## config.mk

```make
export PLATFORM = sky130hd
export DESIGN_NAME = external_irq_latch
export DESIGN_NICKNAME = d
export VERILOG_FILES = /design/src/shared/ext_irq_pkg.sv /design/src/verilog/external_irq_latch.sv
export SDC_FILE = /design/constraint.sdc
export NUM_CORES = 1
export LEC_CHECK = 0
export ABC_CLOCK_PERIOD_IN_PS = 1200
export BUFFER_PORTS_ARGS = -buffer_cell sky130_fd_sc_hd__buf_2
export CAP_MARGIN = 20
export CORE_MARGIN = 2
export CORE_UTILIZATION = 31
export CTS_CLUSTER_SIZE = 25
export DETAILED_ROUTE_END_ITERATION = 16
export PLACE_DENSITY = 0.83
export SYNTH_ARGS = -nofsm -noshare
export SYNTH_HDL_FRONTEND = slang
export SYNTH_SLANG_ARGS = --single-unit
```

## constraint.sdc

```tcl
create_clock -name pclk -period 1.2 [get_ports pclk]
set_input_delay 0 -clock pclk [delete_from_list [all_inputs] [get_ports pclk]]
set_output_delay 0 -clock pclk [all_outputs]
set_load 0.005 [all_outputs]
```

## src/shared/ext_irq_pkg.sv

```systemverilog
package ext_irq_pkg;

  // Register byte addresses on APB (one aligned word each)
  localparam logic [7:0] STATUS_CONTROL_ADDR = 8'h00;
  localparam logic [7:0] BREAK_CONTROL_ADDR  = 8'h04;

  // Field positions in irq_status_control
  localparam int MODE_POS  = 0;
  localparam int MASK_POS  = 1;
  localparam int ACK_POS   = 2;
  localparam int FLAG_POS  = 3;
  localparam int PIN_POS   = 4;

  // Field position in break_flag_control
  localparam int BREAK_CLEAR_POS = 7;

  // Reset values
  localparam logic       MODE_RESET = 1'b0;
  localparam logic       MASK_RESET = 1'b0;
  localparam logic       BREAK_CLEAR_RESET = 1'b0;
  localparam logic [2:0] SYNC_RESET = 3'b111;

  // Vector locations for this interrupt
  localparam logic [15:0] VECTOR_HIGH_ADDR = 16'hFFFA;
  localparam logic [15:0] VECTOR_LOW_ADDR  = 16'hFFFB;

endpackage : ext_irq_pkg

```

## src/verilog/external_irq_latch.sv

```systemverilog
// Chosen here: the APB interface to the registers and the register addresses.
`timescale 1ns/1ps
`default_nettype none

// Behaviour
// - A low detected on the interrupt pin sets the request latch.
// - A vector fetch for this interrupt acknowledges and clears the latch.
// - Writing one to the acknowledge bit acknowledges and clears the latch.
// - Any reset clears the request latch.
// - Trigger select: 1 edges and low levels, 0 edges only; RW, reset clears.
// - Edge-only mode: latch holds until any acknowledge, then clears at once.
// - Level mode: latch clears only after acknowledge and pin high, any order.
// - Mask set withholds the request from the CPU priority logic.
// - Acknowledge does not stop later falling edges from setting the latch.
// - Unmasked service loads the program counter from the two vector locations.
// - Break clear enable 1 lets acknowledge clear the latch during break.
// - Break clear enable 0 makes acknowledge writes in break ineffective.
// - Acknowledge bit is write-only, reads zero, reset clears it.
// - Mask bit is RW: 1 disables, 0 enables, reset clears it.
// - Event flag reads 1 after an interrupt event, otherwise 0.
// - Current pin level is available to branch-on-pin-level instructions.
module external_irq_latch (
  input  wire logic        pclk,
  input  wire logic        presetn,
  input  wire logic        psel,
  input  wire logic        penable,
  input  wire logic        pwrite,
  input  wire logic [7:0]  paddr,
  input  wire logic [31:0] pwdata,
  output logic      [31:0] prdata,
  output logic             pready,
  output logic             pslverr,
  input  wire logic        external_interrupt_line_n,
  input  wire logic        break_state,
  input  wire logic        vector_fetch_ack,
  output logic             irq_request,
  output logic [15:0]      vector_high_addr,
  output logic [15:0]      vector_low_addr,
  output logic             pin_level
);

  ////////////////////////////////////////////////////////////////////////////
  // Pin synchroniser: three stages, a change counts once stages 1 and 2 agree
  logic [2:0] sync_reg;
  logic       pin_stable_reg;
  logic       pin_stable_next;
  logic       fall_edge;

  always_ff @(posedge pclk or negedge presetn) begin
    if (!presetn) begin
      sync_reg       <= ext_irq_pkg::SYNC_RESET;
      pin_stable_reg <= 1'b1;
    end else begin
      sync_reg       <= {sync_reg[1:0], external_interrupt_line_n};
      pin_stable_reg <= pin_stable_next;
    end
  end

  // Stage 0 is read only by stage 1; filtered level feeds the edge detector
  assign pin_stable_next = (sync_reg[1] == sync_reg[2]) ? sync_reg[2] : pin_stable_reg;
  assign fall_edge       = pin_stable_reg & ~pin_stable_next;
  assign pin_level       = pin_stable_reg;

  ////////////////////////////////////////////////////////////////////////////
  // APB decode; zero wait states, unmapped addresses read zero with no error
  logic wr_access;
  logic hit_status;
  logic hit_break;
  logic rd_setup;

  // Read data is captured in the setup cycle so it stands through the access phase
  assign rd_setup   = psel & ~penable & ~pwrite;
  assign wr_access  = psel & penable & pwrite;
  assign hit_status = (paddr == ext_irq_pkg::STATUS_CONTROL_ADDR);
  assign hit_break  = (paddr == ext_irq_pkg::BREAK_CONTROL_ADDR);
  assign pready     = 1'b1;
  assign pslverr    = 1'b0;

  ////////////////////////////////////////////////////////////////////////////
  // Control bits
  logic mode_reg;
  logic mask_reg;
  logic break_clear_reg;

  always_ff @(posedge pclk or negedge presetn) begin
    if (!presetn) begin
      mode_reg <= ext_irq_pkg::MODE_RESET;
      mask_reg <= ext_irq_pkg::MASK_RESET;
      break_clear_reg <= ext_irq_pkg::BREAK_CLEAR_RESET;
    end else begin
      if (wr_access && hit_status) begin
        mode_reg <= pwdata[ext_irq_pkg::MODE_POS];
        mask_reg <= pwdata[ext_irq_pkg::MASK_POS];
      end
      if (wr_access && hit_break) begin
        break_clear_reg <= pwdata[ext_irq_pkg::BREAK_CLEAR_POS];
      end
    end
  end

  ////////////////////////////////////////////////////////////////////////////
  // Acknowledge and request latch
  logic sw_ack;
  logic ack_any;
  logic ack_seen_reg;
  logic ack_seen_next;
  logic latch_reg;
  logic latch_next;
  logic set_req;
  logic clear_ok;

  // Software acknowledge is blocked in break unless break clear is enabled
  assign sw_ack  = wr_access & hit_status & pwdata[ext_irq_pkg::ACK_POS]
                   & (~break_state | break_clear_reg);
  assign ack_any = sw_ack | vector_fetch_ack;

  // Level mode: remember an early acknowledge until the pin goes high
  assign ack_seen_next = mode_reg & latch_reg & (ack_any | ack_seen_reg) & ~pin_stable_next;

  // A new falling edge wins over an acknowledge in the same cycle
  assign set_req  = fall_edge | (mode_reg & ~pin_stable_next & ~(ack_any | ack_seen_reg));
  assign clear_ok = mode_reg ? ((ack_any | ack_seen_reg) & pin_stable_next) : ack_any;

  assign latch_next = set_req ? 1'b1 : (clear_ok ? 1'b0 : latch_reg);

  always_ff @(posedge pclk or negedge presetn) begin
    if (!presetn) begin
      latch_reg    <= 1'b0;
      ack_seen_reg <= 1'b0;
    end else begin
      latch_reg    <= latch_next;
      ack_seen_reg <= ack_seen_next;
    end
  end

  // Masked requests never reach the CPU priority logic
  assign irq_request      = latch_reg & ~mask_reg;
  assign vector_high_addr = ext_irq_pkg::VECTOR_HIGH_ADDR;
  assign vector_low_addr  = ext_irq_pkg::VECTOR_LOW_ADDR;

  ////////////////////////////////////////////////////////////////////////////
  // Read data from flops; acknowledge bit always reads zero
  logic [31:0] rdata_next;
  logic [31:0] rdata_reg;

  assign rdata_next = hit_status ? {27'h000_0000, pin_stable_reg, latch_reg, 1'b0, mask_reg, mode_reg}
                    : hit_break ? {24'h00_0000, break_clear_reg, 7'h00}
                    : 32'h0000_0000;

  always_ff @(posedge pclk or negedge presetn) begin
    if (!presetn) begin
      rdata_reg <= 32'h0000_0000;
    end else if (rd_setup) begin
      rdata_reg <= rdata_next;
    end
  end

  assign prdata = rdata_reg;

  ////////////////////////////////////////////////////////////////////////////
  // Checks
  AST_EDGE_SETS: assert property (@(posedge pclk) disable iff (!presetn)
    fall_edge |=> latch_reg) else $error("falling edge did not set latch");
  AST_VF_CLEARS: assert property (@(posedge pclk) disable iff (!presetn)
    (vector_fetch_ack && !mode_reg && !fall_edge) |=> !latch_reg) else $error("vector fetch did not clear");
  AST_SW_ACK: assert property (@(posedge pclk) disable iff (!presetn)
    (sw_ack && !mode_reg && !fall_edge) |=> !latch_reg) else $error("software ack did not clear");
  AST_HOLD: assert property (@(posedge pclk) disable iff (!presetn)
    (latch_reg && !ack_any && !mode_reg) |=> latch_reg) else $error("latch dropped without ack");
  AST_LEVEL_PEND: assert property (@(posedge pclk) disable iff (!presetn)
    (mode_reg && !pin_stable_next && latch_reg) |=> latch_reg) else $error("level request lost");
  AST_MASK: assert property (@(posedge pclk) disable iff (!presetn)
    mask_reg |-> !irq_request) else $error("masked request presented");
  AST_BREAK_PROT: assert property (@(posedge pclk) disable iff (!presetn)
    (break_state && !break_clear_reg && !vector_fetch_ack && !ack_seen_reg && latch_reg) |=> latch_reg)
    else $error("ack in break cleared latch");
  AST_ACK_READ0: assert property (@(posedge pclk) disable iff (!presetn)
    !prdata[ext_irq_pkg::ACK_POS]) else $error("ack bit read nonzero");
  AST_FLAG: assert property (@(posedge pclk) disable iff (!presetn)
    (psel && !penable && !pwrite && hit_status) |=> (prdata[ext_irq_pkg::FLAG_POS] == $past(latch_reg)))
    else $error("flag read mismatch");

  ////////////////////////////////////////////////////////////////////////////
  // Synchroniser and edge detector checks

  // Each stage copies the one before it
  AST_SYNC_SHIFT: assert property (@(posedge pclk) disable iff (!presetn)
    sync_reg[2:1] == $past(sync_reg[1:0]))
    else $error("synchroniser did not shift");

  // Disagreeing stages must not move the filtered level
  AST_FILTER_HOLD: assert property (@(posedge pclk) disable iff (!presetn)
    (sync_reg[1] != sync_reg[2]) |=> (pin_stable_reg == $past(pin_stable_reg)))
    else $error("filter moved on disagreement");

  // Agreeing stages are taken as the new level
  AST_FILTER_TAKE: assert property (@(posedge pclk) disable iff (!presetn)
    (sync_reg[1] == sync_reg[2]) |=> (pin_stable_reg == $past(sync_reg[2])))
    else $error("filter missed agreed level");

  // One falling edge gives one pulse, never two in a row
  AST_ONE_EDGE: assert property (@(posedge pclk) disable iff (!presetn)
    fall_edge |=> !fall_edge)
    else $error("edge pulse longer than one cycle");

  // An edge only follows two agreeing low samples
  AST_EDGE_AGREED: assert property (@(posedge pclk) disable iff (!presetn)
    fall_edge |-> ((sync_reg[1] == sync_reg[2]) && !sync_reg[2]))
    else $error("edge without agreed low");

  // Branch-on-level logic sees the filtered pin
  AST_PIN_LEVEL: assert property (@(posedge pclk) disable iff (!presetn)
    pin_level == pin_stable_reg)
    else $error("pin level output wrong");

  ////////////////////////////////////////////////////////////////////////////
  // Register bus checks

  // Zero wait states on every access
  AST_READY: assert property (@(posedge pclk) disable iff (!presetn)
    pready)
    else $error("ready low");

  // No access is ever refused
  AST_NO_ERR: assert property (@(posedge pclk) disable iff (!presetn)
    !pslverr)
    else $error("slave error raised");

  // A status write loads the trigger select
  AST_MODE_WR: assert property (@(posedge pclk) disable iff (!presetn)
    (wr_access && hit_status) |=> (mode_reg == $past(pwdata[ext_irq_pkg::MODE_POS])))
    else $error("trigger select not written");

  // A status write loads the mask
  AST_MASK_WR: assert property (@(posedge pclk) disable iff (!presetn)
    (wr_access && hit_status) |=> (mask_reg == $past(pwdata[ext_irq_pkg::MASK_POS])))
    else $error("mask not written");

  // Trigger select moves only on a status write
  AST_MODE_KEEP: assert property (@(posedge pclk) disable iff (!presetn)
    !(wr_access && hit_status) |=> $stable(mode_reg))
    else $error("trigger select changed by itself");

  // Mask moves only on a status write
  AST_MASK_KEEP: assert property (@(posedge pclk) disable iff (!presetn)
    !(wr_access && hit_status) |=> $stable(mask_reg))
    else $error("mask changed by itself");

  // A break control write loads the break clear enable
  AST_BRK_WR: assert property (@(posedge pclk) disable iff (!presetn)
    (wr_access && hit_break) |=> (break_clear_reg == $past(pwdata[ext_irq_pkg::BREAK_CLEAR_POS])))
    else $error("break clear enable not written");

  // Break clear enable moves only on its own write
  AST_BRK_KEEP: assert property (@(posedge pclk) disable iff (!presetn)
    !(wr_access && hit_break) |=> $stable(break_clear_reg))
    else $error("break clear enable changed by itself");

  // Read data is captured in the setup cycle
  AST_RD_LOAD: assert property (@(posedge pclk) disable iff (!presetn)
    rd_setup |=> (prdata == $past(rdata_next)))
    else $error("read data not captured");

  // Read data stands until the next read setup
  AST_RD_HOLD: assert property (@(posedge pclk) disable iff (!presetn)
    !rd_setup |=> $stable(prdata))
    else $error("read data moved");

  // Trigger select reads back
  AST_RD_MODE: assert property (@(posedge pclk) disable iff (!presetn)
    (rd_setup && hit_status) |=> (prdata[ext_irq_pkg::MODE_POS] == $past(mode_reg)))
    else $error("trigger select read wrong");

  // Mask reads back
  AST_RD_MASK: assert property (@(posedge pclk) disable iff (!presetn)
    (rd_setup && hit_status) |=> (prdata[ext_irq_pkg::MASK_POS] == $past(mask_reg)))
    else $error("mask read wrong");

  // Pin level reads back
  AST_RD_PIN: assert property (@(posedge pclk) disable iff (!presetn)
    (rd_setup && hit_status) |=> (prdata[ext_irq_pkg::PIN_POS] == $past(pin_stable_reg)))
    else $error("pin level read wrong");

  // Unused status bits read zero
  AST_RD_UPPER: assert property (@(posedge pclk) disable iff (!presetn)
    (rd_setup && hit_status) |=> (prdata[31:5] == 27'h000_0000))
    else $error("unused status bits nonzero");

  // Break control reads back with its other bits zero
  AST_RD_BRK: assert property (@(posedge pclk) disable iff (!presetn)
    (rd_setup && hit_break) |=> (prdata == {24'h00_0000, $past(break_clear_reg), 7'h00}))
    else $error("break control read wrong");

  // Unmapped reads return zero
  AST_RD_UNMAPPED: assert property (@(posedge pclk) disable iff (!presetn)
    (rd_setup && !hit_status && !hit_break) |=> (prdata == 32'h0000_0000))
    else $error("unmapped read nonzero");

  ////////////////////////////////////////////////////////////////////////////
  // Request latch checks

  // With break clear enabled, a software acknowledge in break still clears
  AST_SW_ACK_BREAK: assert property (@(posedge pclk) disable iff (!presetn)
    (wr_access && hit_status && pwdata[ext_irq_pkg::ACK_POS] && break_state && break_clear_reg
     && !mode_reg && !fall_edge) |=> !latch_reg)
    else $error("enabled break ack did not clear");

  // Nothing sets the latch but an edge or a held low level
  AST_NO_SPONT_SET: assert property (@(posedge pclk) disable iff (!presetn)
    (!latch_reg && !fall_edge && !(mode_reg && !pin_stable_next)) |=> !latch_reg)
    else $error("latch set without cause");

  // A held low level sets the latch when no acknowledge is pending
  AST_LEVEL_SET: assert property (@(posedge pclk) disable iff (!presetn)
    (mode_reg && !pin_stable_next && !ack_any && !ack_seen_reg) |=> latch_reg)
    else $error("low level did not set latch");

  // Acknowledge with the pin high clears in level mode
  AST_LEVEL_CLEAR: assert property (@(posedge pclk) disable iff (!presetn)
    (mode_reg && ack_any && pin_stable_next) |=> !latch_reg)
    else $error("level ack did not clear");

  // An early acknowledge clears once the pin returns high
  AST_SEEN_CLEAR: assert property (@(posedge pclk) disable iff (!presetn)
    (mode_reg && ack_seen_reg && pin_stable_next) |=> !latch_reg)
    else $error("remembered ack did not clear");

  // A remembered acknowledge only exists while the pin is low
  AST_SEEN_LOW: assert property (@(posedge pclk) disable iff (!presetn)
    ack_seen_reg |-> !pin_stable_reg)
    else $error("remembered ack with pin high");

  // An unmasked latch is always presented
  AST_IRQ_UNMASKED: assert property (@(posedge pclk) disable iff (!presetn)
    (latch_reg && !mask_reg) |-> irq_request)
    else $error("unmasked request withheld");

  // No request without a latched event
  AST_IRQ_NEEDS_LATCH: assert property (@(posedge pclk) disable iff (!presetn)
    irq_request |-> latch_reg)
    else $error("request without latch");

  // The vector locations never move
  AST_VECTORS: assert property (@(posedge pclk) disable iff (!presetn)
    (vector_high_addr == ext_irq_pkg::VECTOR_HIGH_ADDR) && (vector_low_addr == ext_irq_pkg::VECTOR_LOW_ADDR))
    else $error("vector locations wrong");

  COV_EDGE: cover property (@(posedge pclk) disable iff (!presetn) fall_edge ##[1:20] sw_ack);
  COV_LEVEL: cover property (@(posedge pclk) disable iff (!presetn) mode_reg && ack_seen_reg);
  COV_BREAK: cover property (@(posedge pclk) disable iff (!presetn) break_state && break_clear_reg && sw_ack);
  COV_FETCH: cover property (@(posedge pclk) disable iff (!presetn) vector_fetch_ack && latch_reg);
  COV_LATE_ACK: cover property (@(posedge pclk) disable iff (!presetn) mode_reg && latch_reg && ack_any && pin_stable_next);

endmodule : external_irq_latch

`default_nettype wire
```

==> impl_metrics.ini <==
[grt]
globalRouteTotalUtil = 0.0739
grt_pass1_wl_mm = 2.32
first_global_vias = 555
grt_max_degree = 15
antenna_found_initial = 0
overflow = 0

[final_layout]
largest_register_ffs = 5
fin_nets = 196
final_cell_mix = conb_1, buf_2, dfrtp_1, dlygate4sd3_1, nand2_1
final_cells = 193
regArea_um2 = 355
fillCellCount = 366
multiInputGateArea_um2 = 468
final_area_um2 = 1130
drive_gt1_frac = 0.279
antenna_cells = 0
fin_util = 0.340
syn_to_final_growth_pct = 6.01
layout_commonest_cell = conb_1

[sta]
fmaxAchievable_ghz = 0.877
fin_crit_sh = 0.951
period_needed_ps = 1140
final_max_slew_viol_count = 0
skew_ps = 1.31
hold_viol = 0
rsz0062_at_grt = false
setup_viol = 0
tns_ps = 0

[worst_setup_path]
cpMaxStageDelayCell = dfstp_2
required_ps = 1360
end_kind = flop
startpoint_type = flop
slowest_delay_ps = 560
cp.arrival_ps = 1310
critPathMaxFanout = 4
critPathKind = reg -> reg
crit_chain = maj3_2 > nor2_1 > a21oi_1 > o21ai_1

[clocking]
clock_latency_ps = 270
cts.sinks = 14
cts_root_buf = clkbuf_4
cts_tree = done
numCtsBuffers = 3
clk_pin_slew_worst_paths_ps = 80
htree_levels = 1
max-clock-path-buffers = 2

[power_and_ir_drop]
total_power_w = 0.000990
powerDensity_nw_per_um2 = 879
power_frac_comb = 0.154
p_sw_frac = 0.256
internal_power_w = 0.000736
net-switching-power_w = 0.000253
leakagePower_nw = 0.623
peakVddDrop_mv = 0.344
p_seq_frac = 0.507
power_frac_clock = 0.338

[yosys]
syn_area_per_cell_um2 = 9.57
synth_edf_count = 0
yosysWarnings = 0
yosysSeqAreaShare = 0.335
ys_types = 24
synth_ff_type = dfrtp_1
synth_cells = 111
ys_seq_elements = 14
syn_area_um2 = 1060
synthArstFlopShare = 1.00

[route]
wl_per_cell_um = 7.72
drtAntennaViolNets = 0
vias = 648
routed_via_density = 3.36
drc_errors = 0
drtIter0Drc = 13
routed_wl_mm = 1.49
drt_pre_antenna_iters = 3

[floorplan]
ios = 116
core_um2 = 3310
rows = 21
start_util = 0.321
fp.dieW_um = 62.5
dieHeight_um = 62.5
die_area_um2 = 3910

[outcome]
status = complete, no violations

[placed_design]
post_dp_cell_area_um2 = 1010
hpwl_mm = 1.28
gp_congestion = 0.728
dp_cells = 181
port_buffers = 26

[worst_hold_path]
min_path_type = in -> reg

[job]
maxCapViolCount = 0
kinds of logic (layout without fill, tap and decap cells):
logic type	after synthesis	count (layout)	synth area share
muxes	3	3	0.0318
adders and majority gates	1	1	0.00942
and+or+nand+nor	18	18	0.110
buffers and inverters	62	39	0.435
other	2	61	0.00707
DFF	14	14	0.335
AOI/OAI and AO/OA	11	11	0.0730
synth_stat cells, types with 2 or more instances:
| library cell | instances | area [um2] |
|---|---|---|
| mux2_1 | 3 | 33.8 |
| nand4_1 | 2 | 12.5 |
| dfstp_2 | 4 | 105 |
| a22o_1 | 4 | 35.0 |
| nor2_1 | 3 | 11.3 |
| buf_4 | 61 | 458 |
| nand2_1 | 5 | 18.8 |
| o21ai_0 | 3 | 15.0 |
| dfrtp_1 | 10 | 250 |
| conb_1 | 2 | 7.51 |
stage by stage:
stage	hold WS, ps	setup slack, ps
after floorplan	-296	115
after global placement	-102	78.5
after detailed placement	-92.6	26.4
after CTS	41.8	13.5
after global routing	50.3	6.34
final	26.7	59.2
repair_timing:
action / in CTS / in global routing
setup endpoints to repair: 0 / 1
hold buffers: 6 / 0
resized for setup: 0 / 2
endpoints found under the hold margin: 19 / 0
setup buffers: 0 / 2
power by group through the flow:
stage | Sequential (W) | Clock [W] | Combinational (W)
floorplan | 0.000509 | 0 | 0.000213
detailed placement | 0.000512 | 0 | 0.000127
finish | 0.000502 | 0.000335 | 0.000153
CTS | 0.000503 | 0.000348 | 0.000142
global route | 0.000505 | 0.000368 | 0.000174
global placement | 0.000510 | 0 | 0.000123
routing by layer:
layer  global-route usage  wire length [um]  vias to the layer above  share of wire
li1                     -                 -                      315              -
met1               0.0929               594                      285           0.40
met2                0.120               725                       46           0.49
met3               0.0180               164                        2           0.11
met4               0.0333                 5                        0         0.0034
met5                    0                 0                        -              0
layout make-up:
class / instances / share of cell area
Clock buffer: 4 / 0.0322
Inverter: 1 / 0.00333
Multi-Input combinational cell: 94 / 0.416
Sequential cell: 14 / 0.316
Tap cell: 46 / 0.0511
Timing Repair Buffer: 34 / 0.182
worst max-delay path: cells and delay by family (launching register included):
kind	cells	cell delay [ps]
AO/OA/AOI/OAI	2	190
adder cells (fa/ha/maj)	1	220
flip-flops	1	560
AND/OR/NAND/NOR	1	60
path summary, 6_finish.rpt:
check | start | end | slack, ps | depth (start not counted)
max reg2reg | pin_level | latch_reg | 60 | 4
max in group asynchronous | presetn | sync_reg[2] | 770 | 2
min | vector_fetch_ack | latch_reg | 30 | 3
min in group asynchronous | presetn | ack_seen_reg | 150 | 2
max | pin_level | latch_reg | 60 | 4
min reg2reg | sync_reg[0] | sync_reg[1] | 360 | 0
Note: power is estimated with default switching activity, not from simulation.
